==> src/verilog/spdif_status_pkg.sv <==
package spdif_status_pkg;

    // Buffer geometry
    localparam int BUF_WORDS    = 24;   // 16-bit words per E buffer
    localparam int BLOCK_FRAMES = 192;  // Frames in one status block

    // Register indices; byte address is four times the index
    localparam logic [6:0] IDX_RX_STATUS   = 7'h08;
    localparam logic [6:0] IDX_PREAMBLE_PC = 7'h09;
    localparam logic [6:0] IDX_PREAMBLE_PD = 7'h0B;
    localparam logic [6:0] IDX_PREAMBLE_LS = 7'h0C;
    localparam logic [6:0] IDX_IRQ_STATUS  = 7'h20;
    localparam logic [6:0] IDX_IRQ_MASK    = 7'h21;
    localparam logic [6:0] IDX_BUF_CTRL    = 7'h24;
    localparam logic [6:0] IDX_RX_CHSTAT   = 7'h25;
    localparam logic [6:0] IDX_STREAM      = 7'h30;
    localparam logic [6:0] IDX_WIN_FIRST   = 7'h3A;
    localparam logic [6:0] IDX_WIN_LAST    = 7'h51;

    // Buffer control fields
    localparam int BIT_BUF_SELECT  = 0;
    localparam int BIT_WIDTH_SEL   = 1;
    localparam int BIT_CHAN_PICK   = 2;
    localparam int LOCK_MODE_LSB   = 4;
    localparam logic [7:0] BUF_CTRL_RESET = 8'h10;

    // Clock-recovery locking modes
    localparam logic [1:0] LOCK_LEGACY   = 2'h0;
    localparam logic [1:0] LOCK_WIDEBAND = 2'h1;
    localparam logic [1:0] LOCK_INBAND   = 2'h2;

    // Interrupt status bits
    localparam int IRQ_CS_CHANGE   = 0;
    localparam int IRQ_USER_CHANGE = 1;

    // Format codes of the receiver status register
    localparam logic [7:0] FMT_PCM     = 8'h01;
    localparam logic [7:0] FMT_BURST   = 8'h02;
    localparam logic [7:0] FMT_LD_COMP = 8'h04;
    localparam logic [7:0] FMT_CD_COMP = 8'h08;
    localparam logic [7:0] FMT_HD_PCM  = 8'h10;
    localparam logic [7:0] FMT_SILENCE = 8'h20;

    // Non-audio sync code
    localparam logic [2:0]  SYNC_ZERO_WORDS    = 3'h4;
    localparam logic [15:0] SYNC_WORD_A        = 16'hF872;
    localparam logic [15:0] SYNC_WORD_B        = 16'h4E1F;
    localparam int          SYNC_HOLD_FRAMES   = 4096;
    localparam int          SILENCE_RUN_FRAMES = 2048;

    // One frame as presented on the link
    typedef struct packed {
        logic        block_start;  // First frame of a block
        logic        cs_a;         // Channel-status bit, subframe A
        logic        cs_b;         // Channel-status bit, subframe B
        logic        user_a;       // User bit, subframe A
        logic        user_b;       // User bit, subframe B
        logic [15:0] word;         // Audio word, subframe A
    } link_frame_t;

endpackage
==> src/verilog/nonaudio_sync_scan.sv <==
`timescale 1ns/1ps
`default_nettype none
module nonaudio_sync_scan
    import spdif_status_pkg::*;
#(
    parameter int HOLD_FRAMES    = SYNC_HOLD_FRAMES,
    parameter int SILENCE_FRAMES = SILENCE_RUN_FRAMES
)
(
    // Clock and reset
    input  wire logic        clock_i,
    input  wire logic        srst_i,
    // Frame words
    input  wire logic        frame_stb_i,
    input  wire logic [15:0] word_i,
    // Detection results
    output logic             sync_seen_o,
    output logic             silent_o,
    output logic [31:0]      preamble_o
);
    localparam int HW = $clog2(HOLD_FRAMES + 1);
    localparam int SW = $clog2(SILENCE_FRAMES + 1);

    // Scan states
    typedef enum logic [3:0] {
        S_HUNT   = 4'h1,
        S_SECOND = 4'h2,
        S_PC     = 4'h4,
        S_PD     = 4'h8
    } scan_state_t;

    scan_state_t   state_q;     // Position in the sync code
    logic [2:0]    zero_run_q;  // Zero words seen, saturating
    logic [HW-1:0] hold_q;      // Frames since last sync code
    logic [SW-1:0] quiet_q;     // Run of all-zero frames

    wire is_zero  = (word_i == 16'h0000);
    wire zeros_ok = (zero_run_q >= SYNC_ZERO_WORDS);
    wire sync_hit = frame_stb_i && (state_q == S_SECOND)
                    && (word_i == SYNC_WORD_B);
    wire hold_end = (hold_q == HW'(HOLD_FRAMES));
    assign silent_o = (quiet_q == SW'(SILENCE_FRAMES));

    // Walk through zeros, first and second sync word, then burst info
    always_ff @(posedge clock_i)
    begin
        if (srst_i)
            state_q <= S_HUNT;
        else if (frame_stb_i)
        begin
            unique case (state_q)
                S_HUNT:   if (zeros_ok && word_i == SYNC_WORD_A)
                              state_q <= S_SECOND;
                S_SECOND: state_q <= sync_hit ? S_PC : S_HUNT;
                S_PC:     state_q <= S_PD;
                S_PD:     state_q <= S_HUNT;
                default:  state_q <= S_HUNT;
            endcase
        end
    end

    // Zero-word run; only four are needed, so it saturates
    always_ff @(posedge clock_i)
    begin
        if (srst_i)
            zero_run_q <= 3'h0;
        else if (frame_stb_i)
            zero_run_q <= !is_zero ? 3'h0
                        : zeros_ok ? zero_run_q : zero_run_q + 3'h1;
    end

    // Burst preamble words follow the sync code
    always_ff @(posedge clock_i)
    begin
        if (srst_i)
            preamble_o <= 32'h0000_0000;
        else if (frame_stb_i && state_q == S_PC)
            preamble_o[31:16] <= word_i;
        else if (frame_stb_i && state_q == S_PD)
            preamble_o[15:0] <= word_i;
    end

    // Sync flag holds for a fixed number of frames after each code
    always_ff @(posedge clock_i)
    begin
        if (srst_i)
        begin
            sync_seen_o <= 1'b0;
            hold_q      <= '0;
        end
        else if (sync_hit)
        begin
            sync_seen_o <= 1'b1;
            hold_q      <= '0;
        end
        else if (frame_stb_i && sync_seen_o)
        begin
            if (hold_end)
                sync_seen_o <= 1'b0;
            else
                hold_q <= hold_q + HW'(1);
        end
    end

    // Digital silence: a long run of zero words
    always_ff @(posedge clock_i)
    begin
        if (srst_i)
            quiet_q <= '0;
        else if (frame_stb_i)
            quiet_q <= !is_zero ? '0
                     : silent_o ? quiet_q : quiet_q + SW'(1);
    end
endmodule
`default_nettype wire

==> src/verilog/spdif_status_buffer_access.sv <==
`timescale 1ns/1ps
`default_nettype none
module spdif_status_buffer_access
    import spdif_status_pkg::*;
#(
    parameter int HOLD_FRAMES    = SYNC_HOLD_FRAMES,
    parameter int SILENCE_FRAMES = SILENCE_RUN_FRAMES
)
(
    // Clock and reset
    input  wire logic        clock_i,
    input  wire logic        srst_i,
    // Avalon-MM register slave
    input  wire logic [8:0]  avs_address_i,
    input  wire logic        avs_read_i,
    input  wire logic        avs_write_i,
    input  wire logic [31:0] avs_writedata_i,
    input  wire logic [3:0]  avs_byteenable_i,
    output logic [31:0]      avs_readdata_o,
    output logic             avs_waitrequest_o,
    // Incoming link, asynchronous to clock_i
    input  wire logic        link_clk_i,
    input  wire link_frame_t link_frame_i,
    // Status and control outputs
    output logic             irq_o,
    output logic             nonaudio_o,
    output logic [1:0]       pll_lock_mode_o,
    output logic             pll_update_o
);

    // Link synchronisers
    logic        lclk_meta_q;   // First stage, read only by next
    logic        lclk_sync_q;   // Safe link clock level
    logic        lclk_prev_q;   // For edge detection
    link_frame_t frame_meta_q;  // First stage of frame bits
    link_frame_t frame_sync_q;  // Frame bits, safe to use

    // Block buffers
    logic [BUF_WORDS-1:0][15:0] cs_d_q;    // Status, being filled
    logic [BUF_WORDS-1:0][15:0] cs_e_q;    // Status, host view
    logic [BUF_WORDS-1:0][15:0] user_d_q;  // User, being filled
    logic [BUF_WORDS-1:0][15:0] user_e_q;  // User, host view
    logic [7:0]  frame_idx_q;  // Frame within block, 192 = idle
    logic        xfer_pend_q;  // Complete D block waits for copy

    // Registers
    logic [7:0]  ctrl_q;       // Buffer control
    logic [1:0]  mask_q;       // Interrupt enables
    logic [1:0]  irq_stat_q;   // Sticky change flags
    logic [4:0]  stream_q;     // Auto-increment entry pointer
    logic        ack_q;        // Bus answer cycle
    logic [31:0] rdata_q;      // Read data register

    // Detector results
    logic        sync_seen;
    logic        silent;
    logic [31:0] preamble;

    // Sample the link clock and its frame twice before use
    always_ff @(posedge clock_i)
    begin
        if (srst_i)
        begin
            lclk_meta_q  <= 1'b0;
            lclk_sync_q  <= 1'b0;
            lclk_prev_q  <= 1'b0;
            frame_meta_q <= '0;
            frame_sync_q <= '0;
        end
        else
        begin
            lclk_meta_q  <= link_clk_i;
            lclk_sync_q  <= lclk_meta_q;
            lclk_prev_q  <= lclk_sync_q;
            frame_meta_q <= link_frame_i;
            frame_sync_q <= frame_meta_q;
        end
    end

    // Rising link edge marks one frame; data held steady around it
    wire frame_stb = lclk_sync_q && !lclk_prev_q;

    // Control fields
    wire       buf_user  = ctrl_q[BIT_BUF_SELECT];
    wire       one_byte  = ctrl_q[BIT_WIDTH_SEL] && !buf_user;
    wire       pick_b    = ctrl_q[BIT_CHAN_PICK];
    assign pll_lock_mode_o = ctrl_q[LOCK_MODE_LSB +: 2];

    // Fill position: word, and bit counted from the MSB
    wire       at_start  = frame_stb && frame_sync_q.block_start;
    wire [7:0] wr_idx    = at_start ? 8'h00 : frame_idx_q;
    wire       wr_en     = frame_stb
                           && (at_start || frame_idx_q < 8'(BLOCK_FRAMES));
    wire [4:0] wr_word   = wr_idx[7:3];
    wire [2:0] wr_pos    = ~wr_idx[2:0];
    wire       last_bit  = wr_en && wr_idx == 8'(BLOCK_FRAMES - 1);

    // Copy waits out a pending read unless the next frame forces it
    wire commit = xfer_pend_q && (!avs_read_i || frame_stb);

    // Differences between the finished block and the host view
    wire cs_diff   = (cs_d_q != cs_e_q);
    wire user_diff = (user_d_q != user_e_q);

    // Frame position; frames after a full block wait for a start
    always_ff @(posedge clock_i)
    begin
        if (srst_i)
            frame_idx_q <= 8'(BLOCK_FRAMES);
        else if (wr_en)
            frame_idx_q <= wr_idx + 8'h01;
    end

    // Fill the D buffers bit by bit as frames arrive
    always_ff @(posedge clock_i)
    begin
        if (srst_i)
        begin
            cs_d_q   <= '0;
            user_d_q <= '0;
        end
        else if (wr_en)
        begin
            // Status A in the upper byte, B in the lower
            cs_d_q[wr_word][{1'b1, wr_pos}] <= frame_sync_q.cs_a;
            cs_d_q[wr_word][{1'b0, wr_pos}] <= frame_sync_q.cs_b;
            // User bits interleaved A then B
            user_d_q[wr_word][{wr_pos, 1'b1}] <= frame_sync_q.user_a;
            user_d_q[wr_word][{wr_pos, 1'b0}] <= frame_sync_q.user_b;
        end
    end

    // A full block is flagged; copy clears it, a new one wins
    always_ff @(posedge clock_i)
    begin
        if (srst_i)
            xfer_pend_q <= 1'b0;
        else
            xfer_pend_q <= last_bit || (xfer_pend_q && !commit);
    end

    // Whole-block copy; reads old D even on a frame cycle
    always_ff @(posedge clock_i)
    begin
        if (srst_i)
        begin
            cs_e_q   <= '0;
            user_e_q <= '0;
        end
        else if (commit)
        begin
            cs_e_q   <= cs_d_q;
            user_e_q <= user_d_q;
        end
    end

    // Lock updates follow the preamble-timed frame edge only
    always_ff @(posedge clock_i)
    begin
        if (srst_i)
            pll_update_o <= 1'b0;
        else
            pll_update_o <= frame_stb;
    end

    // Non-audio detection and burst info
    nonaudio_sync_scan #(
        .HOLD_FRAMES    (HOLD_FRAMES),
        .SILENCE_FRAMES (SILENCE_FRAMES)
    ) u_scan (
        .clock_i     (clock_i),
        .srst_i      (srst_i),
        .frame_stb_i (frame_stb),
        .word_i      (frame_sync_q.word),
        .sync_seen_o (sync_seen),
        .silent_o    (silent),
        .preamble_o  (preamble)
    );

    // Received status bit 1 of the picked channel, second MSB of byte 0
    wire cs_bit1 = pick_b ? cs_e_q[0][6] : cs_e_q[0][14];
    // Indicator only; audio keeps flowing unmuted
    assign nonaudio_o = sync_seen || cs_bit1;

    // Detected input format
    wire [7:0] fmt_code = sync_seen ? FMT_BURST
                        : silent    ? FMT_SILENCE : FMT_PCM;

    // Bus decode
    wire       bus_req   = avs_read_i || avs_write_i;
    wire       accept    = bus_req && ack_q;
    wire [6:0] idx       = avs_address_i[8:2];
    wire       in_win    = idx >= IDX_WIN_FIRST && idx <= IDX_WIN_LAST;
    wire [4:0] win_entry = 5'(idx - IDX_WIN_FIRST);
    wire       wr_ok     = accept && avs_write_i && avs_byteenable_i[0];
    wire       wr_ctrl   = wr_ok && idx == IDX_BUF_CTRL;
    wire       wr_mask   = wr_ok && idx == IDX_IRQ_MASK;
    wire       wr_clear  = wr_ok && idx == IDX_IRQ_STATUS;
    wire       rd_stream = accept && avs_read_i && idx == IDX_STREAM;
    wire       stream_end = stream_q == 5'(BUF_WORDS - 1);

    // Picked words as named wires, so the read mux sees every change
    wire [15:0] win_word = buf_user ? user_e_q[win_entry]
                                    : cs_e_q[win_entry];
    wire [15:0] str_word = buf_user ? user_e_q[stream_q] : cs_e_q[stream_q];

    // One entry as the host sees it; every input is an argument
    function automatic logic [31:0] entry_data(input logic [15:0] w,
                                               input logic        one,
                                               input logic        pick);
        if (one)
            entry_data = {24'h0, pick ? w[7:0] : w[15:8]};
        else
            entry_data = {16'h0, w};
    endfunction

    // Read data for each mapped index
    wire [31:0] rd_mux =
          in_win                     ? entry_data(win_word, one_byte, pick_b)
        : idx == IDX_STREAM          ? entry_data(str_word, one_byte, pick_b)
        : idx == IDX_RX_STATUS       ? {24'h0, fmt_code}
        : idx >= IDX_PREAMBLE_PC && idx <= IDX_PREAMBLE_LS
                                     ? {24'h0, preamble[
                                        8*(3 - 32'(idx - IDX_PREAMBLE_PC))
                                        +: 8]}
        : idx == IDX_IRQ_STATUS      ? {30'h0, irq_stat_q}
        : idx == IDX_IRQ_MASK        ? {30'h0, mask_q}
        : idx == IDX_BUF_CTRL        ? {24'h0, ctrl_q}
        : idx == IDX_RX_CHSTAT       ? {31'h0, nonaudio_o}
        : 32'h0000_0000;  // Unmapped reads as zero

    // One wait state: answer on the second cycle of every request
    assign avs_waitrequest_o = bus_req && !ack_q;
    assign avs_readdata_o    = rdata_q;

    // Answer timing and read data capture
    always_ff @(posedge clock_i)
    begin
        if (srst_i)
        begin
            ack_q   <= 1'b0;
            rdata_q <= 32'h0000_0000;
        end
        else
        begin
            ack_q <= bus_req && !ack_q;
            if (avs_read_i && !ack_q)
                rdata_q <= rd_mux;
        end
    end

    // Control and mask registers
    always_ff @(posedge clock_i)
    begin
        if (srst_i)
        begin
            ctrl_q <= BUF_CTRL_RESET;
            mask_q <= 2'h0;
        end
        else
        begin
            if (wr_ctrl)
                ctrl_q <= avs_writedata_i[7:0];
            if (wr_mask)
                mask_q <= avs_writedata_i[1:0];
        end
    end

    // Stream pointer: each read steps on, wraps, control write rewinds
    always_ff @(posedge clock_i)
    begin
        if (srst_i || wr_ctrl)
            stream_q <= 5'h00;
        else if (rd_stream)
            stream_q <= stream_end ? 5'h00 : stream_q + 5'h01;
    end

    // Change flags: set on a changing copy, write one to clear
    wire [1:0] irq_set = {commit && user_diff, commit && cs_diff};
    wire [1:0] irq_clr = wr_clear ? avs_writedata_i[1:0] : 2'h0;

    always_ff @(posedge clock_i)
    begin
        if (srst_i)
            irq_stat_q <= 2'h0;
        else
            irq_stat_q <= irq_set | (irq_stat_q & ~irq_clr);
    end

    // Interrupt gated by the mask
    assign irq_o = |(irq_stat_q & mask_q);
endmodule
`default_nettype wire

==> config.mk <==
export PLATFORM = sky130hd
export DESIGN_NAME = spdif_status_buffer_access
export DESIGN_NICKNAME = d
export VERILOG_FILES = /design/src/verilog/spdif_status_pkg.sv /design/src/verilog/nonaudio_sync_scan.sv /design/src/verilog/spdif_status_buffer_access.sv
export SDC_FILE = /design/constraint.sdc
export NUM_CORES = 2
export LEC_CHECK = 0
export ABC_AREA = 1
export ABC_CLOCK_PERIOD_IN_PS = 3200
export BUFFER_PORTS_ARGS = -buffer_cell sky130_fd_sc_hd__buf_2
export CORE_ASPECT_RATIO = 2
export CORE_MARGIN = 2
export CORE_UTILIZATION = 40
export DETAILED_ROUTE_END_ITERATION = 10
export SLEW_MARGIN = 20
export SYNTH_ARGS = -nofsm -noshare
export SYNTH_HDL_FRONTEND = slang
export SYNTH_SLANG_ARGS = --single-unit
==> constraint.sdc <==
create_clock -name clock_i -period 3.2 [get_ports clock_i]
set_clock_uncertainty 0.1 [all_clocks]
set_input_delay 0.64 -clock clock_i [delete_from_list [all_inputs] [get_ports clock_i]]
set_output_delay 0.64 -clock clock_i [all_outputs]
set_load 0.02 [all_outputs]
Word-level counts from Yosys, hierarchy flattened
Index checks and enable logic that the tools add are counted.
- add/subtract/negate cells: 8
- $mul: 0
- divide/modulo/power cells: 0
- magnitude comparators: 18
- eq/ne operators: 21
- shifts and indexed selects: 1
- muxes and demuxes: 58
- bitwise operators: 7
- reductions and logical operators: 54
- operators by type and width (kind ; count):
    bitwise mux 384 bit ; 4
    inequality test 384 bit ; 2
    binary-select mux 16 bit (select 5 bit) ; 4
    demux 16 bit (select 5 bit) ; 4
    two-way mux 16 bit ; 10
    two-way mux 8 bit ; 9
    two-way mux 32 bit ; 2
    equality test 7 x 6 -> 1 bit (second input constant) ; 5
    variable part select 32 x 33 -> 8 bit ; 1
    logical AND 1 bit ; 32
    two-way mux 12 bit ; 2
    < comparator 5 x 6 -> 1 bit (second input constant) ; 3
    equality test 16 x 15 -> 1 bit (second input constant) ; 1
    equality test 16 bit (second input constant) ; 1
    zero test 16 bit ; 1
    < comparator 4 x 5 -> 1 bit (second input constant) ; 3
    two-way mux 15 bit ; 1
    adder 13 x 1 -> 13 bit (second input constant) ; 1
    equality test 13 bit (second input constant) ; 1
    adder 12 x 1 -> 12 bit (second input constant) ; 1
    demux 1 bit (select 3 bit) ; 4
    equality test 12 bit (second input constant) ; 1
    >= comparator 4 x 1 -> 1 bit (second input constant) ; 3
    two-way mux 6 bit ; 2
    other kinds (40) ; 69
- flip-flop bits (word level): 1706
- bits in latches: 0
- bits in writable memories: 0
- memory bits (read-only): 0
- input bits: 71
- output and inout bits: 38
- word-level logic and storage cells: 294
- memories: 0

Logic depth before layout (Yosys ltp)
- depth after elaboration: 13
- depth in mapped cells: 20
- mapped depth without buffers: 16

Modules after synthesis
From an unflattened synthesis, not the netlist that was laid out.
- cell total of the unflattened synthesis: 11813
- area, all modules: 83636.5 um^2
- by module, submodules not included (module ; instances ; cells each ; area each (um^2) ; sequential area each (um^2)):
    spdif_status_buffer_access ; 1 ; 11346 ; 80397.1 ; 32531.2
    nonaudio_sync_scan ; 1 ; 467 ; 3239.4 ; 1301.2

Worst setup path after synthesis
No wires, ideal clock.
- kind: input -> register
- start: input avs_address_i[3]
- end: register rdata_q[4] (netlist: avs_readdata_o[4])
- arrival time: 2.919 ns
- data required time: 2.983 ns
- setup slack: 0.064 ns
- stages: 18
- buffers on the path: 6
- cells stage by stage: buf_2 -> inv_2 -> buf_2 -> buf_2 -> ha_1 -> buf_2 -> inv_2 -> clkbuf_1 -> buf_1 -> nand3_1 -> nand3_1 -> nand2_1 -> a21oi_1 -> nand2_1 -> nand2_1 -> nand2_1 -> nor2_1 -> nor2_1
- longest elaborated chain between the ends: 8
- elaborated cells between the ends (all ways): 29
- classes of those cells: add/sub: 3; order compare: 4; eq/ne: 5; shift: 1; mux: 14; reduce/logical: 2
- ends and longest elaborated chain (what ; line ; source):
    start, declared ; spdif_status_buffer_access.sv:14 ; input wire logic [8:0] avs_address_i,
    branches (longest 7 deep; another with subtractor 3 x 8 -> 9 bit) ; n/a ;
    two-way mux 32 bit * ; spdif_status_buffer_access.sv:219 ; in_win ? entry_data(win_word, one_byte, pick_b)
    end signal, assigned ; spdif_status_buffer_access.sv:248 ; rdata_q <= rd_mux;
    end, declared ; spdif_status_buffer_access.sv:52 ; logic [31:0] rdata_q;
Every way passes the cells marked *. The select of a mux whose other input is x is not followed.
A chain may end at the register's enable or synchronous reset.

Worst setup path in the final report
- start: register user_e_q[297] in the netlist's numbering
- end: register irq_stat_q[1]
- longest elaborated chain between the ends: 3
- ends and longest elaborated chain (what ; line ; source):
    start, declared ; spdif_status_buffer_access.sv:42 ; logic [BUF_WORDS-1:0][15:0] user_e_q;
    start signal, assigned ; spdif_status_buffer_access.sv:153 ; user_e_q <= user_d_q;
    inequality test 384 bit ; spdif_status_buffer_access.sv:103 ; wire user_diff = (user_d_q != user_e_q);
    logical AND 1 bit ; spdif_status_buffer_access.sv:279 ; wire [1:0] irq_set = {commit && user_diff, commit && cs_diff};
    bitwise OR 2 bit ; spdif_status_buffer_access.sv:287 ; irq_stat_q <= irq_set | (irq_stat_q & ~irq_clr);
    end signal, assigned ; spdif_status_buffer_access.sv:287 ;
    end, declared ; spdif_status_buffer_access.sv:49 ; logic [1:0] irq_stat_q;
No other way between the ends.

==> metrics <==
Syn Inst Count 11800; Final Cell Area 95600 um2; ys async rst share 0%; CP required 3.84 ns; Min Clock Period, post-route about 3.2 ns; antenna violations before repair 11; unrepaired setup endpoints after global routing no; RD Place Congestion 1.04; combinational share of power 6.4%; Worst-Skew Late Latency just under 0.9 ns; total track usage 35.6%; Worst-path clk slew roughly 0.070 ns; core area 208000 um2; Slowest-stage cell, CP a21oi_1; max incr delay on CP 0.59 ns; CP delay by family, top simple AND/OR/NAND/NOR gates; sequential cell area 33800 um2; Fmax between 0.3 and 0.4 GHz; Max clock buf depth 4; # DRC 0; Clock power frac 47.2%; vias in the first global route 78500; share of cells above drive strength 1 9.90%; syn avg cell area 7.08 um2; period utilization 101%; clk root buf clkbuf_16; placed cell count ~14000; Post-CTS Setup Bufs 0; CP cell instances or2_2 -> a21oi_1 -> nand3_1 -> nor2_1 -> nand2_1 -> nor2_1 -> buf_4 -> nand2_1 -> nor2_1 -> buf_4 -> nand3_1 -> buf_4 -> nand2_1 -> a21oi_1; PortBufs between 60 and 70; Pleak 35.9 nW; I/O pin cnt 109; failing checks setup timing; num rows ~240; Internal about 34 mW; vias per cell about 5.7; Remaining Overflow, GRT 0; endpoints failing hold 0; HPWL after DPL 280 mm; Filler Cell Count 20800; Initial Util 40.2%; Antenna Nets Post-Route 0; area of the multi-input gates 44100 um2; share of power burned in registers 46.3%; sw frac 24.9%; post-route setup slack -0.0428 ns; Max Cap Viol 0; Net Sw Power 11.3 mW; Hold Crit Class in2reg; Initial DRC Count 8316; Peak VDD IR 468 uV; Crit. End Element flip-flop; DP Worst Slack -0.138 ns; Die X 327 um; YS warnings 0; first-pass GRT wire length roughly 550 mm; Final setup viols 1; CTS tree done; number of synthesized flops with an enable pin 0; post-synthesis sequential area ratio around two fifths; Critical Path AT 3.88 ns; critical path class reg2reg; #FFs+latches synth 1690; Slew Limit Fails 0; Routed WL 388 mm; Die Area roughly 210000 um2; DP Area 89400 um2; Worst Path Buf+Inv 3; Worst-Margin Slew 1.18 ns; cell area after synthesis between 80000 and 90000 um2; WL/cell between 20 and 30 um; Top FF cell, synth dfxtp_1; H-tree depth 4; worst-path fanout max 3; chip height 650 um; setup TNS -0.0428 ns; Nets 11900; DRT Pass-1 Iters 7; # clock sinks 1690; Non-Filler Instances 14700; Slew HR 21.0%; P&R area growth vs syn 14.5%; largest net degree at the start of global routing 197; Util after Layout a little under half; status finished, violations left; clock buffer count from CTS 170; routed vias 83500; post-synthesis cell type count 42; PD cells 476 nW/um2; CP Launch Type flip-flop
layout make-up:
type / count / share of cell area [%]
antenna: 13 / 0.0340
clock buffer: 225 / 5.06
clock inverter: 72 / 0.991
inverter: 604 / 2.46
multi-input combinational: 8694 / 46.1
sequential: 1690 / 35.4
tap: 2748 / 3.60
timing repair buffer: 628 / 6.35
timing repair:
| action | 4_1_cts | 5_1_grt |
|---|---|---|
| setup endpoints to repair | 2 | 132 |
| pin swaps | 0 | 0 |
| endpoints found under the hold margin | 31 | 0 |
| resized for setup | 1 | 10 |
| hold buffers | 30 | 0 |
worst min-delay path, cell delays in order:
cell and delay (ns):
buf_2 0.17, nand3_1 0.10, a21oi_1 0.06
power by group through the flow:
stage               Combinational, mW  Sequential (mW)  Clock, mW
global placement                 2.79             21.6          0
global route                     3.05             21.1       22.5
CTS                              2.83             21.1       21.7
finish                           2.93             21.1       21.5
floorplan                        1.36             21.6          0
detailed placement               2.80             21.6          0
cell families (layout without fill, tap and decap cells):
family                   count (synthesis)  after routing  synth area share (%)
AO/OA/AOI/OAI                         3458           3458                  21.0
other                                    1             29               0.00449
flip-flops                            1690           1690                  40.5
XOR/XNOR                               673            673                  7.06
buffers and inverters                 1425           1529                  6.86
AND/OR/NAND/NOR                       4532           4532                  24.3
adder cells (fa/ha/maj)                 15             15                 0.225
layer usage:
layer | wire length, um | track usage (%) | share of wire, % | vias to the layer above
li1 | - | - | - | 39400
met1 | 128000 | 35.9 | 33 | 39100
met2 | 186000 | 60.3 | 48 | 3627
met3 | 22000 | 4.74 | 5.7 | 1302
met4 | 51900 | 38.8 | 13 | 10
met5 | 63 | 0 | 0.016 | -
cell usage after synthesis (2+ instances only):
| cell | instances | area, um2 |
|---|---|---|
| o21ai_0 | 1786 | 8940 |
| nand2_1 | 1729 | 6490 |
| dfxtp_1 | 1690 | 33800 |
| a21oi_1 | 1498 | 7500 |
| nor2_1 | 1271 | 4770 |
| nand3_1 | 1077 | 5390 |
| xnor2_1 | 573 | 5020 |
| clkbuf_1 | 564 | 2120 |
| inv_1 | 557 | 2090 |
| buf_2 | 171 | 856 |
| nor2_4 | 143 | 1610 |
| nand4_1 | 137 | 857 |
| xor2_1 | 100 | 876 |
| o21ai_1 | 69 | 345 |
| o211ai_1 | 64 | 480 |
| or2_2 | 63 | 394 |
| nor3_1 | 62 | 310 |
| buf_1 | 49 | 184 |
| inv_2 | 40 | 150 |
| buf_4 | 31 | 233 |
| a211oi_1 | 29 | 218 |
| nor2_2 | 20 | 125 |
| ha_1 | 15 | 188 |
| nor2_8 | 10 | 200 |
| nor4_1 | 9 | 56.3 |
| clkinv_1 | 7 | 26.3 |
| buf_6 | 6 | 67.6 |
| nor3b_1 | 4 | 30.0 |
| nand2_2 | 3 | 18.8 |
| a22o_1 | 2 | 17.5 |
| nand3b_1 | 2 | 15.0 |
| o221ai_1 | 2 | 17.5 |
| o31ai_1 | 2 | 15.0 |
cell usage in the layout, fill, tap and decap left out, drive strengths merged, types with 63 or more instances in the layout:
cell    count
nand3    1078
inv       602
nor2     1444
xor2      100
buf       597
xnor2     573
dfxtp    1690
clkbuf    226
o211ai     64
or2        63
o21ai    1856
nand4     137
nand2    1732
a21oi    1498
path summary, 6_finish.rpt:
kind,startpoint,to,slack (ns),cells past startpoint
min,avs_read_i,xfer_pend_q,0.07,3
min reg2reg,frame_meta_q[19],frame_sync_q[19],0.30,2
max reg2reg,user_e_q[297],irq_stat_q[1],-0.04,14
max,user_e_q[297],irq_stat_q[1],-0.04,14
sequential cells by signal (all words and copies together), names as in the netlist, 2 cells and up:
register and flops:
avs_readdata_o 16, cs_d_q 384, cs_e_q 384, ctrl_q 8, frame_idx_q 8, frame_meta_q 21
frame_sync_q 21, irq_stat_q 2, mask_q 2, stream_q 5, u_scan.hold_q 13, u_scan.preamble_o 32
u_scan.quiet_q 12, u_scan.state_q 4, u_scan.zero_run_q 3, user_d_q 384, user_e_q 384
stage by stage:
stage | total power [mW] | hold slack [ns]
after floorplan | 22.9 | 0.288
after global placement | 24.4 | 0.292
after detailed placement | 24.4 | 0.293
after CTS | 45.6 | 0.0316
after global routing | 46.6 | 0.0546
final | 45.5 | 0.0681
(Power assumes the default switching activity.)
